===== src/tws_pkg.sv =====
// constants, register map and state type of the two-wire slave transmitter
package tws_pkg;

  // ----------------------------------------------------------------
  // register map (byte addresses)
  // ----------------------------------------------------------------
  localparam int ADDR_W = 8;
  localparam logic [7:0] REG_DATA = 8'h00;
  localparam logic [7:0] REG_STATUS = 8'h04;
  localparam logic [7:0] REG_CTRL = 8'h08;
  localparam logic [7:0] REG_OWN_ADDR = 8'h0C;

  // ----------------------------------------------------------------
  // control register fields and reset values
  // ----------------------------------------------------------------
  localparam int CTRL_FLAG = 7;
  localparam int CTRL_ACK_EN = 6;
  localparam int CTRL_START = 5;
  localparam int CTRL_STOP = 4;
  localparam int CTRL_ENABLE = 2;
  localparam logic [7:0] CTRL_RST = 8'h00;
  localparam logic [7:0] DATA_RST = 8'h00;
  localparam logic [7:0] OWN_ADDR_RST = 8'h00;

  // ----------------------------------------------------------------
  // status codes
  // ----------------------------------------------------------------
  localparam logic [7:0] ST_OWN_READ = 8'hA8;
  localparam logic [7:0] ST_ARB_READ = 8'hB0;
  localparam logic [7:0] ST_DATA_ACK = 8'hB8;
  localparam logic [7:0] ST_DATA_NACK = 8'hC0;
  localparam logic [7:0] ST_LAST_ACK = 8'hC8;
  localparam logic [7:0] ST_IDLE = 8'hF8;
  localparam logic [7:0] ST_BUS_ERR = 8'h00;

  // ----------------------------------------------------------------
  // timing
  // ----------------------------------------------------------------
  localparam int CLK_PERIOD_NS = 40;
  localparam int START_HOLD_NS = 4000;
  localparam int START_HOLD_CYC = (START_HOLD_NS + CLK_PERIOD_NS - 1) / CLK_PERIOD_NS;

  // ----------------------------------------------------------------
  // engine states
  // ----------------------------------------------------------------
  typedef enum logic [2:0] {
    S_IDLE,
    S_ADDR,
    S_ADDR_ACK,
    S_HOLD,
    S_TX,
    S_TX_ACK,
    S_DONE,
    S_BUSERR
  } tws_state_e;

endpackage


===== src/tws_sync.sv =====
// two-flop synchroniser for lines arriving from outside the clock domain
`timescale 1ns/1ps

module tws_sync #(
  parameter int unsigned W = 1
) (
  input wire logic clock,
  input wire logic rst,
  input wire logic [W-1:0] d,
  output logic [W-1:0] q
);

  logic [W-1:0] meta_q;

  if (W < 1) begin : gBadW
    $error("tws_sync width must be at least one");
  end

  // idle bus lines float high, so reset to ones
  always_ff @(posedge clock or posedge rst) begin
    if (rst) begin
      meta_q <= '1;
      q <= '1;
    end else begin
      meta_q <= d;
      q <= meta_q;
    end
  end

endmodule


===== src/tws_slave_tx.sv =====
// two-wire slave transmitter engine with status codes, behind an APB slave
`timescale 1ns/1ps

module tws_slave_tx #(
  parameter int unsigned HOLD_CYC = tws_pkg::START_HOLD_CYC
) (
  input wire logic clock,
  input wire logic rst,
  input wire logic psel,
  input wire logic penable,
  input wire logic pwrite,
  input wire logic [tws_pkg::ADDR_W-1:0] paddr,
  input wire logic [31:0] pwdata,
  output logic [31:0] prdata,
  output logic pready,
  output logic pslverr,
  input wire logic sclIn,
  output logic sclOut,
  output logic sclOe,
  input wire logic sdaIn,
  output logic sdaOut,
  output logic sdaOe,
  input wire logic arbLost,
  output logic masterStart
);

  if (HOLD_CYC < 1 || HOLD_CYC > 300) begin : gHoldBad
    $error("HOLD_CYC must lie between 1 and 300");
  end

  localparam logic [9:0] PH1 = 10'(HOLD_CYC);
  localparam logic [9:0] PH2 = 10'(2 * HOLD_CYC);
  localparam logic [9:0] PH3 = 10'(3 * HOLD_CYC);

  // ----------------------------------------------------------------
  // declarations
  // ----------------------------------------------------------------
  tws_pkg::tws_state_e state_q;
  logic [1:0] pinS;
  logic sclS, sdaS, sclP_q, sdaP_q;
  logic sclRise, sclFall, startCond, stopCond;
  logic pready_q, pslverr_q, lineLow_q, sclOe_q, sdaOe_q, masterStart_q;
  logic [31:0] prdata_q;
  logic [7:0] data_q, ownAddr_q, code_q, shift_q, readMux, statusRead;
  logic flag_q, ackEn_q, startReq_q, stopReq_q, en_q;
  logic [3:0] bitCnt_q;
  logic [9:0] startCnt_q;
  logic last_q, ackSeen_q, arbPend_q, busy_q, startPend_q;
  logic setupPh, accessWr, ctrlWr, clrEv, mapped;
  logic inFrame, busErr, setEv, addrHit, startLaunch;
  logic [7:0] setCode;

  // ----------------------------------------------------------------
  // pin sampling and condition detection
  // ----------------------------------------------------------------
  tws_sync #(
    .W(2)
  ) uSync (
    .clock(clock),
    .rst(rst),
    .d({sclIn, sdaIn}),
    .q(pinS)
  );

  assign sclS = pinS[1];
  assign sdaS = pinS[0];

  always_ff @(posedge clock or posedge rst) begin
    if (rst) begin
      sclP_q <= 1'b1;
      sdaP_q <= 1'b1;
    end else begin
      sclP_q <= sclS;
      sdaP_q <= sdaS;
    end
  end

  assign sclRise = sclS & ~sclP_q;
  assign sclFall = ~sclS & sclP_q;
  assign startCond = sclS & sclP_q & sdaP_q & ~sdaS;
  assign stopCond = sclS & sclP_q & ~sdaP_q & sdaS;

  // ----------------------------------------------------------------
  // APB slave: zero wait states, answer in the first access cycle
  // ----------------------------------------------------------------
  assign setupPh = psel & ~penable;
  assign accessWr = psel & penable & pready_q & pwrite;
  assign ctrlWr = accessWr && (paddr == tws_pkg::REG_CTRL);
  assign clrEv = ctrlWr && pwdata[tws_pkg::CTRL_FLAG];

  // low bits masked; a stale code never shows while the flag is down
  assign statusRead = flag_q ? {code_q[7:2], 2'b00} : tws_pkg::ST_IDLE;

  always_comb begin
    readMux = 8'h00;
    mapped = 1'b1;
    case (paddr)
      tws_pkg::REG_DATA: readMux = data_q;
      tws_pkg::REG_STATUS: readMux = statusRead;
      tws_pkg::REG_CTRL: begin
        readMux = {flag_q, ackEn_q, startReq_q, stopReq_q, 1'b0, en_q, 2'b00};
      end
      tws_pkg::REG_OWN_ADDR: readMux = ownAddr_q;
      default: mapped = 1'b0;
    endcase
  end

  always_ff @(posedge clock or posedge rst) begin
    if (rst) begin
      pready_q <= 1'b0;
      pslverr_q <= 1'b0;
      prdata_q <= 32'h0000_0000;
    end else begin
      pready_q <= setupPh;
      pslverr_q <= setupPh & ~mapped;
      if (setupPh) begin
        prdata_q <= {24'h00_0000, readMux};
      end
    end
  end

  // data register is plain software storage, never refreshed from the bus
  always_ff @(posedge clock or posedge rst) begin
    if (rst) begin
      data_q <= tws_pkg::DATA_RST;
      ownAddr_q <= tws_pkg::OWN_ADDR_RST;
    end else if (accessWr) begin
      if (paddr == tws_pkg::REG_DATA) begin
        data_q <= pwdata[7:0];
      end
      if (paddr == tws_pkg::REG_OWN_ADDR) begin
        ownAddr_q <= pwdata[7:0];
      end
    end
  end

  // ----------------------------------------------------------------
  // events that raise the flag
  // ----------------------------------------------------------------
  // general call is a write address, so it never leads into this engine
  assign addrHit = (shift_q[6:0] == ownAddr_q[7:1]) && sdaS && ackEn_q;
  assign startLaunch = en_q && (state_q == tws_pkg::S_IDLE) && (startCnt_q == 10'd0)
    && startPend_q && !busy_q;

  always_comb begin
    inFrame = ((state_q == tws_pkg::S_ADDR) && (bitCnt_q != 4'd0))
      || (state_q == tws_pkg::S_ADDR_ACK) || (state_q == tws_pkg::S_TX)
      || (state_q == tws_pkg::S_TX_ACK);
    busErr = en_q && inFrame && (startCond || stopCond);
    setEv = 1'b0;
    setCode = tws_pkg::ST_IDLE;
    if (busErr) begin
      setEv = 1'b1;
      setCode = tws_pkg::ST_BUS_ERR;
    end else if (sclFall && bitCnt_q == 4'd9 && state_q == tws_pkg::S_ADDR_ACK) begin
      setEv = 1'b1;
      setCode = arbPend_q ? tws_pkg::ST_ARB_READ : tws_pkg::ST_OWN_READ;
    end else if (sclFall && bitCnt_q == 4'd9 && state_q == tws_pkg::S_TX_ACK) begin
      setEv = 1'b1;
      if (!ackSeen_q) begin
        setCode = tws_pkg::ST_DATA_NACK;
      end else if (last_q) begin
        setCode = tws_pkg::ST_LAST_ACK;
      end else begin
        setCode = tws_pkg::ST_DATA_ACK;
      end
    end
  end

  // ----------------------------------------------------------------
  // flag, status code and control bits
  // ----------------------------------------------------------------
  // a new event in the clearing cycle must not be lost, so set wins
  always_ff @(posedge clock or posedge rst) begin
    if (rst) begin
      flag_q <= tws_pkg::CTRL_RST[tws_pkg::CTRL_FLAG];
      code_q <= tws_pkg::ST_IDLE;
    end else if (setEv) begin
      flag_q <= 1'b1;
      code_q <= setCode;
    end else if (clrEv) begin
      flag_q <= 1'b0;
    end
  end

  always_ff @(posedge clock or posedge rst) begin
    if (rst) begin
      ackEn_q <= tws_pkg::CTRL_RST[tws_pkg::CTRL_ACK_EN];
      startReq_q <= tws_pkg::CTRL_RST[tws_pkg::CTRL_START];
      stopReq_q <= tws_pkg::CTRL_RST[tws_pkg::CTRL_STOP];
      en_q <= tws_pkg::CTRL_RST[tws_pkg::CTRL_ENABLE];
    end else if (ctrlWr) begin
      ackEn_q <= pwdata[tws_pkg::CTRL_ACK_EN];
      startReq_q <= pwdata[tws_pkg::CTRL_START];
      en_q <= pwdata[tws_pkg::CTRL_ENABLE];
      stopReq_q <= pwdata[tws_pkg::CTRL_STOP]
        && !(clrEv && state_q == tws_pkg::S_BUSERR);
    end
  end

  // ----------------------------------------------------------------
  // bus bookkeeping
  // ----------------------------------------------------------------
  always_ff @(posedge clock or posedge rst) begin
    if (rst) begin
      busy_q <= 1'b0;
    end else if (startCond) begin
      busy_q <= 1'b1;
    end else if (stopCond) begin
      busy_q <= 1'b0;
    end
  end

  always_ff @(posedge clock or posedge rst) begin
    if (rst) begin
      arbPend_q <= 1'b0;
    end else if (arbLost) begin
      arbPend_q <= 1'b1;
    end else if (stopCond || (setEv && state_q == tws_pkg::S_ADDR_ACK)) begin
      arbPend_q <= 1'b0;
    end
  end

  always_ff @(posedge clock or posedge rst) begin
    if (rst) begin
      startPend_q <= 1'b0;
    end else if (state_q == tws_pkg::S_DONE && clrEv && pwdata[tws_pkg::CTRL_START]) begin
      startPend_q <= 1'b1;
    end else if (startLaunch) begin
      startPend_q <= 1'b0;
    end
  end

  always_ff @(posedge clock or posedge rst) begin
    if (rst) begin
      masterStart_q <= 1'b0;
      lineLow_q <= 1'b0;
    end else begin
      masterStart_q <= (state_q == tws_pkg::S_IDLE) && (startCnt_q == PH3);
      lineLow_q <= 1'b0;
    end
  end

  // ----------------------------------------------------------------
  // transfer engine
  // ----------------------------------------------------------------
  always_ff @(posedge clock or posedge rst) begin
    if (rst) begin
      state_q <= tws_pkg::S_IDLE;
      sdaOe_q <= 1'b0;
      sclOe_q <= 1'b0;
      bitCnt_q <= 4'd0;
      startCnt_q <= 10'd0;
      shift_q <= 8'h00;
      last_q <= 1'b0;
      ackSeen_q <= 1'b0;
    end else if (!en_q) begin
      state_q <= tws_pkg::S_IDLE;
      sdaOe_q <= 1'b0;
      sclOe_q <= 1'b0;
      bitCnt_q <= 4'd0;
      startCnt_q <= 10'd0;
    end else if (busErr) begin
      state_q <= tws_pkg::S_BUSERR;
      sdaOe_q <= 1'b0;
      sclOe_q <= 1'b0;
    end else begin
      case (state_q)
        tws_pkg::S_IDLE: begin
          // start: data low, then clock low, then data up, then hand over
          if (startCnt_q != 10'd0) begin
            startCnt_q <= (startCnt_q == PH3) ? 10'd0 : startCnt_q + 10'd1;
            if (startCnt_q == PH1) begin
              sclOe_q <= 1'b1;
            end
            if (startCnt_q == PH2) begin
              sdaOe_q <= 1'b0;
            end
            if (startCnt_q == PH3) begin
              sclOe_q <= 1'b0;
            end
          end else if (startLaunch) begin
            startCnt_q <= 10'd1;
            sdaOe_q <= 1'b1;
          end else if (startCond) begin
            state_q <= tws_pkg::S_ADDR;
            bitCnt_q <= 4'd0;
          end
        end
        tws_pkg::S_ADDR: begin
          if (startCond) begin
            bitCnt_q <= 4'd0;
          end else if (sclRise) begin
            shift_q <= {shift_q[6:0], sdaS};
            bitCnt_q <= bitCnt_q + 4'd1;
            if (bitCnt_q == 4'd7) begin
              state_q <= addrHit ? tws_pkg::S_ADDR_ACK : tws_pkg::S_IDLE;
            end
          end
        end
        tws_pkg::S_ADDR_ACK: begin
          if (sclFall && bitCnt_q == 4'd8) begin
            sdaOe_q <= 1'b1;
          end else if (sclRise) begin
            bitCnt_q <= 4'd9;
          end else if (sclFall) begin
            sdaOe_q <= 1'b0;
            sclOe_q <= 1'b1;
            state_q <= tws_pkg::S_HOLD;
          end
        end
        tws_pkg::S_HOLD: begin
          if (clrEv) begin
            shift_q <= data_q;
            last_q <= ~pwdata[tws_pkg::CTRL_ACK_EN];
            sdaOe_q <= ~data_q[7];
            sclOe_q <= 1'b0;
            bitCnt_q <= 4'd0;
            state_q <= tws_pkg::S_TX;
          end
        end
        tws_pkg::S_TX: begin
          if (sclRise) begin
            bitCnt_q <= bitCnt_q + 4'd1;
          end else if (sclFall && bitCnt_q == 4'd8) begin
            sdaOe_q <= 1'b0;
            state_q <= tws_pkg::S_TX_ACK;
          end else if (sclFall) begin
            shift_q <= {shift_q[6:0], 1'b0};
            sdaOe_q <= ~shift_q[6];
          end
        end
        tws_pkg::S_TX_ACK: begin
          if (sclRise) begin
            ackSeen_q <= ~sdaS;
            bitCnt_q <= 4'd9;
          end else if (sclFall && bitCnt_q == 4'd9) begin
            sclOe_q <= 1'b1;
            state_q <= (ackSeen_q && !last_q) ? tws_pkg::S_HOLD : tws_pkg::S_DONE;
          end
        end
        tws_pkg::S_DONE: begin
          // clock stays held low here until the flag clear, data stays released, so further reads see all ones
          if (clrEv) begin
            sclOe_q <= 1'b0;
            state_q <= tws_pkg::S_IDLE;
          end
        end
        tws_pkg::S_BUSERR: begin
          if (clrEv && pwdata[tws_pkg::CTRL_STOP]) begin
            state_q <= tws_pkg::S_IDLE;
          end
        end
        default: state_q <= tws_pkg::S_IDLE;
      endcase
    end
  end

  // ----------------------------------------------------------------
  // outputs
  // ----------------------------------------------------------------
  assign prdata = prdata_q;
  assign pready = pready_q;
  assign pslverr = pslverr_q;
  assign sclOut = lineLow_q;
  assign sdaOut = lineLow_q;
  assign sclOe = sclOe_q;
  assign sdaOe = sdaOe_q;
  assign masterStart = masterStart_q;
endmodule


===== config.mk =====
export PLATFORM = sky130hd
export DESIGN_NAME = tws_slave_tx
export DESIGN_NICKNAME = d
export VERILOG_FILES = /design/src/tws_pkg.sv /design/src/tws_sync.sv /design/src/tws_slave_tx.sv
export SDC_FILE = /design/constraint.sdc
export NUM_CORES = 1
export LEC_CHECK = 0
export BUFFER_PORTS_ARGS = -buffer_cell sky130_fd_sc_hd__buf_2
export CAP_MARGIN = 20
export CELL_PAD_IN_SITES_DETAIL_PLACEMENT = 1
export CELL_PAD_IN_SITES_GLOBAL_PLACEMENT = 2
export CORE_UTILIZATION = 31
export DETAILED_ROUTE_END_ITERATION = 10
export PLACE_DENSITY = 0.8
export SLEW_MARGIN = 30
export SYNTH_ARGS = -nofsm -noshare
export SYNTH_HDL_FRONTEND = slang
export SYNTH_SLANG_ARGS = --single-unit

===== constraint.sdc =====
create_clock -name clock -period 2.4 [get_ports clock]
set_input_delay 0.48 -clock clock [delete_from_list [all_inputs] [get_ports clock]]
set_output_delay 0.48 -clock clock [all_outputs]
set_load 0.02 [all_outputs]

* Yosys cells after proc, flatten, opt, wreduce, memory -nomap -nowiden
Index checks and enable logic that the tools add are counted.
Operators by class: eq/ne operators 58, multiplexer cells 89, reductions and logical operators 53, bitwise logic cells 22, add/subtract/negate cells 2
Operator list (number):
- $mux 7 | 10
- $mux 10 | 6
- $mux 3 | 19
- $ne 4x4->1 const B | 12
- $mux 4 | 10
- $mux 1 | 34
- $pmux 8 s4 | 1
- $ne 5x4->1 const B | 5
- $pmux 3 s8 | 1
- $pmux 4 s6 | 1
- $logic_and 1x1->1 | 23
- $pmux 7 s3 | 1
- $ne 4x3->1 const B | 5
- $reduce_and 9->1 | 2
- $eq 8x4->1 const B | 2
- $mux 8 | 2
- $reduce_and 16->1 | 1
- $ne 3x3->1 const B | 5
- $ne 2x2->1 const B | 7
- $and 1x1->1 | 12
- $eq 3x3->1 const B | 4
- $add 10x1->10 const B | 1
- $eq 10x7->1 const B | 1
- $eq 10x8->1 const B | 1
- other kinds (35) | 58
Word-level totals: register bits after elaboration 77, bits of input ports 48, output and inout bits 39, logic and storage cells 251

* Logic depth before layout (Yosys ltp)
Gate-level depths: netlist of run 1.
depth in word-level cells 12, depth in mapped cells 9, depth with buffers taken out 8

* Hierarchy
A second synthesis of run 1 with hierarchy kept.
Unflattened totals: cells, all modules 456, area total of the unflattened synthesis 4413.0 µm²
By module, submodules not included:
- tws_slave_tx | area each 4304.1 µm², seq. area each 1760.4 µm², cells an instance 451, instances 1
- tws_sync | area each 108.9 µm², seq. area each 105.1 µm², cells an instance 5, instances 1

* Worst setup path before layout of run 1
Ideal clock, no wire load.
path type reg-to-reg, start point register startCnt_q[0], end point register bitCnt_q[3], setup time 131 ps, cell stages (with the launch flop) 10, buffers on the path 1, path slack 137 ps, required time 2269 ps, arrival 2132 ps, clock period less this slack 2263 ps, cell sequence dfrtp_1 > inv_1 > ha_1 > or3b_1 > buf_2 > or3_4 > o21ai_4 > nand4_4 > o311ai_2 > o21ai_1
On the way: cells in the longest elaborated chain, start to end 6, elaborated cells between the ends (all ways) 8, classes of those cells eq/ne: 2; reduce/logical: 6
Ends and longest elaborated chain:
- from (decl) | RTL line tws_slave_tx.sv:47 | logic [9:0] startCnt_q;
- from (signal assigned) | RTL line tws_slave_tx.sv:272 | startCnt_q <= (startCnt_q == PH3) ? 10'd0 : startCnt_q + 10'd1;
- $logic_not 10->1 | RTL line tws_slave_tx.sv:142 | assign startLaunch = en_q && (state_q == tws_pkg::S_IDLE) && (startCnt_q == 10'd0)
- $logic_and 1x1->1 | RTL line tws_slave_tx.sv:142
- $logic_and 1x1->1 (2 in series) | RTL line tws_slave_tx.sv:143 | && startPend_q && !busy_q;
- $ne 3x3->1 (no line)
- $reduce_and 7->1 (no line) *
- to (signal assigned) | RTL line tws_slave_tx.sv:295 | bitCnt_q <= bitCnt_q + 4'd1;
- to (signal assigned) | RTL line tws_slave_tx.sv:324 | bitCnt_q <= bitCnt_q + 4'd1;
- to (decl) | RTL line tws_slave_tx.sv:46 | logic [3:0] bitCnt_q;
Every way passes the cells marked *; elsewhere a longest branch is shown, timed or not. A chain may end at the register's enable or synchronous reset.

* Worst setup path after layout of run 1
start point register startCnt_q[0], end point register state_q[0]
On the way: cells in the longest elaborated chain, start to end 6, elaborated cells between the ends (all ways) 8, classes of those cells eq/ne: 2; reduce/logical: 6
Ends and longest elaborated chain:
- $logic_not 10->1 | RTL line tws_slave_tx.sv:142
- $logic_and 1x1->1 | RTL line tws_slave_tx.sv:142
- $logic_and 1x1->1 (2 in series) | RTL line tws_slave_tx.sv:143
- $ne 4x4->1 (no line)
- $reduce_and 16->1 (no line) *
- to (signal assigned) | RTL line tws_slave_tx.sv:249 | state_q <= tws_pkg::S_IDLE;
- to (signal assigned) | RTL line tws_slave_tx.sv:258 | state_q <= tws_pkg::S_IDLE;
- to (signal assigned) | RTL line tws_slave_tx.sv:264 | state_q <= tws_pkg::S_BUSERR;
- to (decl) | RTL line tws_slave_tx.sv:38 | tws_pkg::tws_state_e state_q;
Marks and branches as above.

==> results of run 1 <==
==> repair_timing <==
action | in CTS | in global routing
buffers inserted | 0 | 1
pin swaps | 0 | 2
gates resized for setup | 2 | 0
hold buffers | 0 | 0
endpoints found under the setup margin | 12 | 3
==> worst max-delay path, stage by stage, from the launching register on <==
cell and delay [ns]:
dfrtp_1 0.38, inv_1 0.07, ha_1 0.14, or3b_4 0.44, a2111o_1 0.36, a22oi_2 0.18
nand4b_2 0.20, o21a_1 0.22, o22a_1 0.19
==> where the power goes <==
part / internal (uW) / switching (uW) / total (uW)
Clock: 856 / 552 / 1410
Sequential: 1260 / 11.0 / 1270
Combinational: 48.6 / 118 / 167
Total: 2170 / 681 / 2850
==> final timing paths <==
check                                       end  cells after the start  slack [ns]
worst max-delay path                 state_q[0]                      8        0.11
worst min-delay path                  prdata[4]                      3        0.22
worst max register to register       state_q[0]                      8        0.11
worst min register to register       uSync.q[0]                      0        0.35
max in group asynchronous            uSync.q[0]                      3        1.84
min in group clock              uSync.meta_q[0]                      1        0.23
==> cells in the final DEF, fill, tap and decap left out, types with 8 or more instances in the layout <==
cell type / n
dfrtp_1: 63
nand2_1: 38
buf_2: 36
buf_4: 32
nor2_1: 28
o21ai_0: 26
conb_1: 26
mux2_2: 12
a21oi_1: 12
nand2b_1: 11
xnor2_1: 11
nand3_1: 11
dfstp_2: 11
nor2b_1: 10
clkbuf_16: 9
inv_1: 8
a22o_1: 8
mux2i_1: 8
==> sequential cells by signal, indices dropped and copies added, names as in the netlist, 2 cells and up <==
signal,cells
ownAddr_q,8
uSync.meta_q,2
uSync.q,2
code_q,5
state_q,3
bitCnt_q,4
shift_q,7
startCnt_q,10
data_q,8
prdata,8
==> per-layer routing <==
layer  up-vias  part of all wire (%)  wire length [um]
li1       1689                     -                 -
met1      1824                    45              5450
met2        72                    50              6150
met3        16                   3.5               424
met4         0                   1.4               171
met5         -                     0                 0
==> cells by family (layout without fill, tap and decap cells) <==
| kind of cell | Yosys count | in the layout | share of synthesized area, % |
|---|---|---|---|
| AO/OA/AOI/OAI | 106 | 106 | 16.8 |
| adder cells (fa/ha/maj) | 5 | 5 | 1.42 |
| flip-flops | 74 | 74 | 42.3 |
| other | 1 | 26 | 0.0850 |
| multiplexers | 31 | 31 | 8.71 |
| buffers and inverters | 56 | 95 | 7.29 |
| XOR/XNOR | 16 | 16 | 3.18 |
| AND/OR/NAND/NOR | 155 | 155 | 20.2 |
==> cell type report <==
cell class / count / area (um2) / area share (%)
clock inverters: 4 / 51.3 / 0.980
flip-flops and latches: 74 / 1870 / 35.6
multi-input cells: 339 / 2320 / 44.4
well taps: 180 / 225 / 4.30
inverters: 9 / 33.8 / 0.645
repair buffers: 71 / 480 / 9.18
clock buffers: 11 / 253 / 4.83
==> Yosys cell counts, types with 6 or more instances <==
cell	number
mux2i_1	8
nand2b_1	11
mux2_1	7
dfrtp_1	63
o21ai_0	26
o31ai_1	6
nand2_1	38
buf_4	26
inv_1	9
nand3_1	11
nor2_1	28
a21oi_1	12
and2_1	6
nor2b_1	10
mux2_2	12
clkbuf_1	15
nor3_1	7
a31oi_1	7
nand4_1	7
xnor2_1	11
a22o_1	8
nand3b_1	7
dfstp_2	11
o21ai_1	8
==> metrics by stage <==
| step | worst slack [ns] | setup TNS [ns] | total power, uW |
|---|---|---|---|
| global route | 0.0118 | 0 | 2950 |
| finish | 0.115 | 0 | 2850 |
| floorplan | 0.0566 | 0 | 1430 |
| global placement | 0.0337 | 0 | 1460 |
| CTS | 0.0619 | 0 | 2890 |
| detailed placement | -0.0451 | -0.250 | 1460 |
==> metrics, run 1 <==
total wire length=roughly 12,000 um; largest net degree at the start of global routing=75; die height=around 120 um; I/O pin count=87; grt met3 use=under 10%; worst-path fanout max=7; worst skew pair latency=about 0.35 ns; Hold WS=between 0.2 and 0.25 ns; Wirelength per Cell=approximately 18 um; met2 usage=30.4%; vias in the first global route=between 3k and 4k; clock skew=approximately 0.0085 ns; Synth area leaders=dfrtp_1 (36%), dfstp_2 (6.6%), buf_4 (4.4%); count of cell types in the netlist=a little over 70; Worst slew margin=about 55%; Sink Count=74; Mapped Area=~4400 um2; final net count=about 560; outcome=finished clean; die area=~15,000 um2; Syn. warnings=0; Slew Viols, Final=0; Pwr per Cell Area=544 nW/um2; predominant post-synthesis flop cell=dfrtp_1; CP startpoint kind=flip-flop; Setup violations, final=0; fin crit share=roughly 95%; PortBufs=36; Worst EP required=between 2 and 3 ns; placed cell count=672; grt met1 use=between 20% and 30%; H-tree depth=3; ANT nets after route=0; drt drc=0; largest area contributor in the netlist=dfrtp_1; Placed Area=4920 um2; Post-Layout Inst Area=5230 um2; Vias=about 3.6k; GRT Total Usage=between 10% and 20%; synthesis-stage register bit count=between 70 and 80; Die W=121 um; vias per std cell=about 5.2; Root Driver=clkbuf_16; Setup CP Type=flip-flop to flip-flop; Non-Filler Instances=about 690; Hold Crit Class=input port to asynchronous set/reset pin; Layout Utilization=roughly 38%; Final HPWL DP=slightly below 9000 um; Mapped Cells=444; Worst-path clk slew=about 0.060 ns; Hold Vio Cnt, Final=0; RD Place Congestion=0.821; Static Leak=approximately 0.0023 uW; Rows=43; Critical Path Start=startCnt_q[0]; CTS tree=built; busiest grt layer=met2; Max-Cap Viols=0; RSZ-0062 raised after global routing=no; Critical Path Sink Type=flip-flop; clock buffer depth=2; ratio of cells with drive above 1 in the final layout=~25%; CP Data Arrival Time=between 2 and 3 ns; top-area cell type share of the netlist area=35.7%; GRT overflow=0; Max Fclk=438 MHz; TritonCTS buffer count=9; Post-synth EDFFs=0; initial core utilization=31.8%; synthesis-to-finish area growth=18.6%; Least-Margin Pin Slew=about 0.67 ns; minimum clock period=2.29 ns; FILL cells=1,595; antenna violations before repair=0; Async S/R FF share, synth=100%; core box area=roughly 14,000 um2; syn avg cell area=9.94 um2; # diodes=0; first-pass GRT wire length=about 20,000 um; peak supply drop=~0.36 mV; register area share after synthesis=42.3%; 1st-iter DRT viols=between 150 and 200; worst r2r src=startCnt_q[0]; TritonRoute pass-1 iters=4
No activity file was read; power rests on OpenSTA's default activity.
==> run 2: changes to the inputs <==
--- a/config.mk
+++ b/config.mk
@@ -11,7 +11,7 @@
 export CELL_PAD_IN_SITES_GLOBAL_PLACEMENT = 2
 export CORE_UTILIZATION = 31
 export DETAILED_ROUTE_END_ITERATION = 10
-export PLACE_DENSITY = 0.8
+export PLACE_DENSITY = 0.82
 export SLEW_MARGIN = 30
 export SYNTH_ARGS = -nofsm -noshare
 export SYNTH_HDL_FRONTEND = slang
==> constraint.sdc (replaced) <==
create_clock -name clock -period 2.1 [get_ports clock]
set_input_delay 0.42 -clock clock [delete_from_list [all_inputs] [get_ports clock]]
set_output_delay 0.42 -clock clock [all_outputs]
set_load 0.02 [all_outputs]
==> run 2 against run 1 <==
Net effect: the flow now finishes with violations (negative setup slack); wire length increased by 9.4%; maximum frequency increased by 1.1%; register-to-register slack got worse by 0.27 ns; count of clock-buffer cells in the layout decreased by 2; hold slack got worse by 0.068 ns; critical path depth increased by 1; clock skew increased by 0.0041 ns; worst setup slack got worse by 0.27 ns; first-iteration DRC count increased by 31%; critical endpoint is now state_q[1]; largest cell class unchanged; highest routed layer is now met5.
==> metrics, run 2 (same netlist as run 1, synthesis figures left out) <==
cell internal pwr=2450 uW (+13%); antenna violations before repair=1 (+1); Rows=43 (unchanged); ratio of cells with drive above 1 in the final layout=34.8% (+9.4 points); Worst-path clk slew=0.07 ns (about the same); H-tree depth=3 (unchanged); part of the power in registers=43.8% (-0.9 points); setup ws final=-0.160 ns (-0.275 ns); drt drc=0 (unchanged); CP Data Arrival Time=2.50 ns (-0.02 ns); Wirelength per Cell=18.1 um (+2.4%); Placement Setup Slack=-0.272 ns (-0.227 ns); largest register by flop count=startCnt_q; commonest non-fill, non-tap cell in the layout=buf_4; TritonRoute pass-1 iters=4 (unchanged); vias in the first global route=4,068 (+6.2%); commonest cells after routing, fill and taps aside=buf_4 (75), dfrtp_1 (63), nand2_1 (36), buf_2 (36), nor2_1 (27); multi-input logic area=2470 um2 (+6.3%); Tot Pwr=3320 uW (+16%); Critical-path top delay cell=dfrtp_1; Setup CP Type=flip-flop to flip-flop; FILL cells=1,579 (-1.0%); Pwr per Cell Area=582 nW/um2 (+6.9%); die height=121 um (unchanged); M1 wire length=5590 um (+2.6%); Max-Cap Viols=0 (unchanged); Root Driver=clkbuf_16; I/O pin count=87 (unchanged); ANT nets after route=0 (unchanged); Reg area=1870 um2 (unchanged); Sink Count=74 (unchanged); total wire length=13,300 um (+9.4%); Final HPWL DP=9640 um (+9.4%); RD Place Congestion=0.865 (+5.4%); Post-CTS Hold Fix Bufs=0 (unchanged); RSZ-0062 raised after global routing=yes; fin crit share=108% (+12 points); GRT Total Usage=19.1% (+1.3 points); worst r2r src=startCnt_q[0]; GRT overflow=0 (unchanged); Critical Path Sink Type=flip-flop; vias per std cell=5.25 (+0.31%); clock skew=0.0126 ns (+0.00415 ns); max FFs per register=10 (unchanged); worst skew pair latency=0.36 ns (about the same); Max Fclk=442 MHz (+1.1%); final net count=603 (+8.3%); Critical Path Start=startCnt_q[0]; clock buffer depth=2 (unchanged); Slew Viols, Final=0 (unchanged); cells along the critical path=inv_1, ha_1, or3b_4, a2111o_1, a22oi_2, nand4b_4, buf_4, a31oi_1, o2bb2ai_1; first-pass GRT wire length=21,400 um (+6.8%); Setup violations, final=14 (+14); PortBufs=36 (unchanged); minimum clock period=2.26 ns (-0.0252 ns); initial core utilization=31.8% (unchanged); peak supply drop=0.471 mV (+31%); Max Used Layer=met5; CP startpoint kind=flip-flop; Hold Crit Class=input port to asynchronous set/reset pin; worst-path fanout max=4 (-3); largest net degree at the start of global routing=37 (-51%); Worst slew margin=57.8% (+2.8 points); outcome=complete, but fails checks; Least-Margin Pin Slew=0.632 ns (-0.0392 ns); # diodes=0 (unchanged); Vias=3,859 (+7.2%); Sw Ratio=26.2% (+2.2 points); 1st-iter DRT viols=209 (+31%); core box area=13,900 um2 (unchanged); CTS tree=built; Combinational Power Share=6.5% (+0.6 points); Worst EP required=2.34 ns (-0.30 ns); met2 wire len=6850 um (+11%); TritonCTS buffer count=9 (unchanged); Net Switching=868 uW (+27%); Die W=121 um (unchanged); part of the power in the clock network=49.7% (+0.3 points); die area=14,700 um2 (unchanged); WL met3=640 um (+51%); failing checks=negative setup slack; synthesis-to-finish area growth=29.3%; CP peak stage delay=0.39 ns (-0.05 ns); Static Leak=0.00257 uW (+10%); Hold Vio Cnt, Final=0 (unchanged)
## run 2: changes by cell type in the layout (fill, tap and decap cells not counted), sizes merged
cell and delta:
buf +44, clkbuf -2, clkinv -2, clkinvlp +1, inv +4, o21ai +2
## run 2: power groups by stage
stage / clock network (uW) / registers (uW) / logic, uW
after detailed placement: 0 / 1480 / 204
final: 1650 / 1450 / 215
after floorplan: 0 / 1480 / 162
after global placement: 0 / 1480 / 199
after CTS: 1680 / 1450 / 213
after global routing: 1760 / 1450 / 235
## run 2: path summary, 6_finish.rpt
kind                                        end  slack [ns]  depth (start not counted)
worst min-delay path                  prdata[7]        0.15                          2
worst min register to register       uSync.q[0]        0.35                          0
min in group clock              uSync.meta_q[0]        0.17                          1
worst max register to register       state_q[1]       -0.16                          9
max in group asynchronous           startPend_q        1.36                          3
worst max-delay path                 state_q[1]       -0.16                          9
## run 2: stage by stage
stage	hold slack (ns)	std cells	area [um2]	TNS, ns	utilization [%]
after detailed placement	0.347	707	5160	-3.17	37.2
after CTS	0.156	728	5560	-0.694	40.1
after global routing	0.151	735	5700	-2.79	41.1
after floorplan	0.345	469	4520	-0.144	-
final	0.149	735	5700	-0.934	41.1
after global placement	0.346	707	5160	-1.75	37.2
## run 2: cell type report
type | instances | area share (%)
inverter | 9 | 0.658
multi-input combinational | 341 | 43.3
clock buffer | 9 | 3.95
sequential | 74 | 32.7
tap | 180 | 3.95
clock inverter | 7 | 1.43
timing repair buffer | 115 | 14.0
## run 2: per-layer routing
| layer | global-route usage (%) | vias to the layer above |
|---|---|---|
| li1 | - | 1789 |
| met1 | 22.2 | 1939 |
| met2 | 33.7 | 107 |
| met3 | 5.55 | 22 |
| met4 | 5.17 | 2 |
| met5 | 0 | - |
## run 2: timing repair
action / CTS / global route
cloned: 1 / 2
buffers inserted: 4 / 6
gates resized for setup: 11 / 20
setup endpoints to repair: 18 / 29
pin swaps: 4 / 12
## run 2: worst max-delay path: cells and delay by family (launching register included)
family | cells | cell delay [ns]
flops | 1 | 0.39
fa+ha+maj | 1 | 0.13
buf+inv | 2 | 0.23
compound gates | 4 | 0.83
simple gates | 2 | 0.55
==> run 3: changes to the inputs <==
--- a/config.mk
+++ b/config.mk
@@ -12,6 +12,7 @@
 export CORE_UTILIZATION = 31
 export DETAILED_ROUTE_END_ITERATION = 10
 export PLACE_DENSITY = 0.82
+export SETUP_SLACK_MARGIN = 0.2
 export SLEW_MARGIN = 30
 export SYNTH_ARGS = -nofsm -noshare
 export SYNTH_HDL_FRONTEND = slang
==> run 3 against run 2 <==
Net effect: the flow still finishes with violations (negative setup slack); hold slack got worse by 0.084 ns; cell count decreased by 0.68%; critical path depth decreased by 1; die area unchanged; global-route usage decreased by 0.46 points; sequential cell count unchanged; non-clock buffer count decreased by 3; wire length increased by 0.98%; worst setup slack got worse by 0.026 ns; critical endpoint is now state_q[0]; largest power group unchanged.
==> metrics, run 3 (same netlist as run 1, synthesis figures left out) <==
fin crit share=109% (+1.2 points); 1st-iter DRT viols=235 (+12%); core box area=13,900 um2 (unchanged); CTS tree=built; Setup CP Type=flip-flop to flip-flop; CP startpoint kind=flip-flop; largest register by flop count=startCnt_q; clock buffer depth=2 (unchanged); synthesis-to-finish area growth=30.8%; Worst EP required=2.34 ns (about the same); multi-input logic area=2550 um2 (+3.2%); die area=14,700 um2 (unchanged); Hold Crit Class=input port to asynchronous set/reset pin; drt drc=0 (unchanged); final net count=599 (-0.66%); max FFs per register=10 (unchanged); Reg2Reg Depth=8 (-1); antenna violations before repair=0 (-1); grt met3 use=4.18% (-1.4 points); met2 usage=32.2% (-1.6 points); I/O pin count=87 (unchanged); ANT nets after route=0 (unchanged); Post-CTS Hold Fix Bufs=0 (unchanged); TritonRoute pass-1 iters=4 (unchanged); RSZ-0062 raised after global routing=yes; first-pass GRT wire length=20,900 um (-2.1%); Sink Count=74 (unchanged); outcome=complete, but fails checks; worst skew pair latency=0.35 ns (about the same); Placement Setup Slack=-0.129 ns (+0.143 ns); vias per std cell=5.26 (+0.11%); H-tree depth=3 (unchanged); Worst-path clk slew=0.06 ns (about the same); Max Fclk=437 MHz (-1.1%); CP Data Arrival Time=2.53 ns (+0.03 ns); cells along the critical path=inv_1, ha_1, or3b_4, a2111o_1, a22oi_2, nand4b_4, o21a_1, o22a_1; commonest non-fill, non-tap cell in the layout=buf_4; Rows=43 (unchanged); ratio of cells with drive above 1 in the final layout=37.1% (+2.3 points); grt met1 use=22.9% (+0.63 points); Final HPWL DP=9520 um (-1.2%); commonest cells after routing, fill and taps aside=buf_4 (66), dfrtp_1 (62), buf_2 (36); CP peak stage delay=0.40 ns (about the same); cell count along the critical path=8 (-1); Static Leak=0.00258 uW (+0.37%); Post-Layout Inst Area=5770 um2 (+1.2%); failing checks=negative setup slack; FILL cells=1,614 (+2.2%); Max-Cap Viols=0 (unchanged); peak supply drop=0.342 mV (-27%); GRT Total Usage=18.6% (-0.46 points); # diodes=0 (unchanged); Critical Path Sink Type=flip-flop; initial core utilization=31.8% (unchanged); Setup violations, final=17 (+3); clock skew=0.00973 ns (-0.00289 ns); Slew Viols, Final=0 (unchanged); Reg area=1870 um2 (about the same); worst path buffer plus inverter count=1 (-1); die height=121 um (unchanged); Placed Area=5110 um2 (-0.85%); vias in the first global route=3,973 (-2.3%); Hold Vio Cnt, Final=0 (unchanged); worst-path fanout max=5 (+1); Hold WS=0.0645 ns (-0.0841 ns); Critical-path top delay cell=or3b_4; largest net degree at the start of global routing=45 (+22%); minimum clock period=2.29 ns (+0.0262 ns); total wire length=13,500 um (+0.98%); Die W=121 um (unchanged); GRT overflow=0 (unchanged); Root Driver=clkbuf_16; busiest grt layer=met2; Pwr per Cell Area=550 nW/um2 (-5.5%); PortBufs=36 (unchanged); Vias=3,837 (-0.57%); Largest delay share family, worst path=compound AO/OA/AOI/OAI gates; RD Place Congestion=0.860 (-0.57%); setup ws final=-0.186 ns (-0.0262 ns); TritonCTS buffer count=9 (unchanged); Wirelength per Cell=18.4 um (+1.7%)
run 3: cell types whose count changed in the layout (fill, tap and decap cells not counted), moves of 3 or more:
cell     delta
nand2_2     +4
o21ai_0     -5
buf_6       +3
inv_6       -5
nand2_1     -7
o21ai_2     +3
buf_4       -9
run 3: worst paths after layout:
kind	start	endpoint	slack [ns]
min in group clock	sdaIn	uSync.meta_q[0]	0.17
hold / removal	rst	arbPend_q	0.06
hold reg to reg	uSync.meta_q[1]	uSync.q[1]	0.35
max in group asynchronous	rst	uSync.meta_q[1]	1.41
setup reg to reg	startCnt_q[0]	state_q[0]	-0.19
setup / recovery	startCnt_q[0]	state_q[0]	-0.19
run 3: power breakdown:
part | total (uW) | internal, uW | switching [uW] | leakage, uW
clock network | 1500 | 856 | 639 | 0.000130
registers | 1460 | 1440 | 14.2 | 0.000972
logic | 219 | 70.6 | 149 | 0.00148
run 3: timing repair:
| item | 4_1_cts | 5_1_grt |
|---|---|---|
| endpoints found under the hold margin | 0 | 0 |
| pin swaps | 6 | 13 |
| gates resized for setup | 20 | 37 |
| endpoints found under the setup margin | 29 | 33 |
| buffers inserted | 5 | 11 |
| cloned | 0 | 2 |
run 3: worst register-to-register path, delay by kind of cell, from the launching register on:
kind	cells	cell delay, ns
AO/OA/AOI/OAI	4	1.02
buffers and inverters	1	0.06
flip-flops	1	0.38
AND/OR/NAND/NOR	2	0.58
adder cells (fa/ha/maj)	1	0.14
run 3: cell type report:
cell class,count,share of cell area (%)
multi-input cells,340,44.2
flip-flops and latches,74,32.4
repair buffers,112,14.0
clock buffers,11,4.38
well taps,180,3.90
inverters,9,0.651
clock inverters,4,0.477
run 3: per-stage QoR:
stage               std cells  TNS (ns)  util [%]  total power (uW)
global placement          697    -0.227      36.8              1680
global route              730     -3.20      41.6              3270
CTS                       717    -0.763      39.8              3190
floorplan                 469    -0.195         -              1640
finish                    730     -1.11      41.6              3170
detailed placement        697     -1.29      36.8              1690
run 3: per-layer routing:
metal	wire length (um)	vias to the layer above
li1	-	1779
met1	5890	1953
met2	6810	93
met3	583	12
met4	181	0
met5	0	-
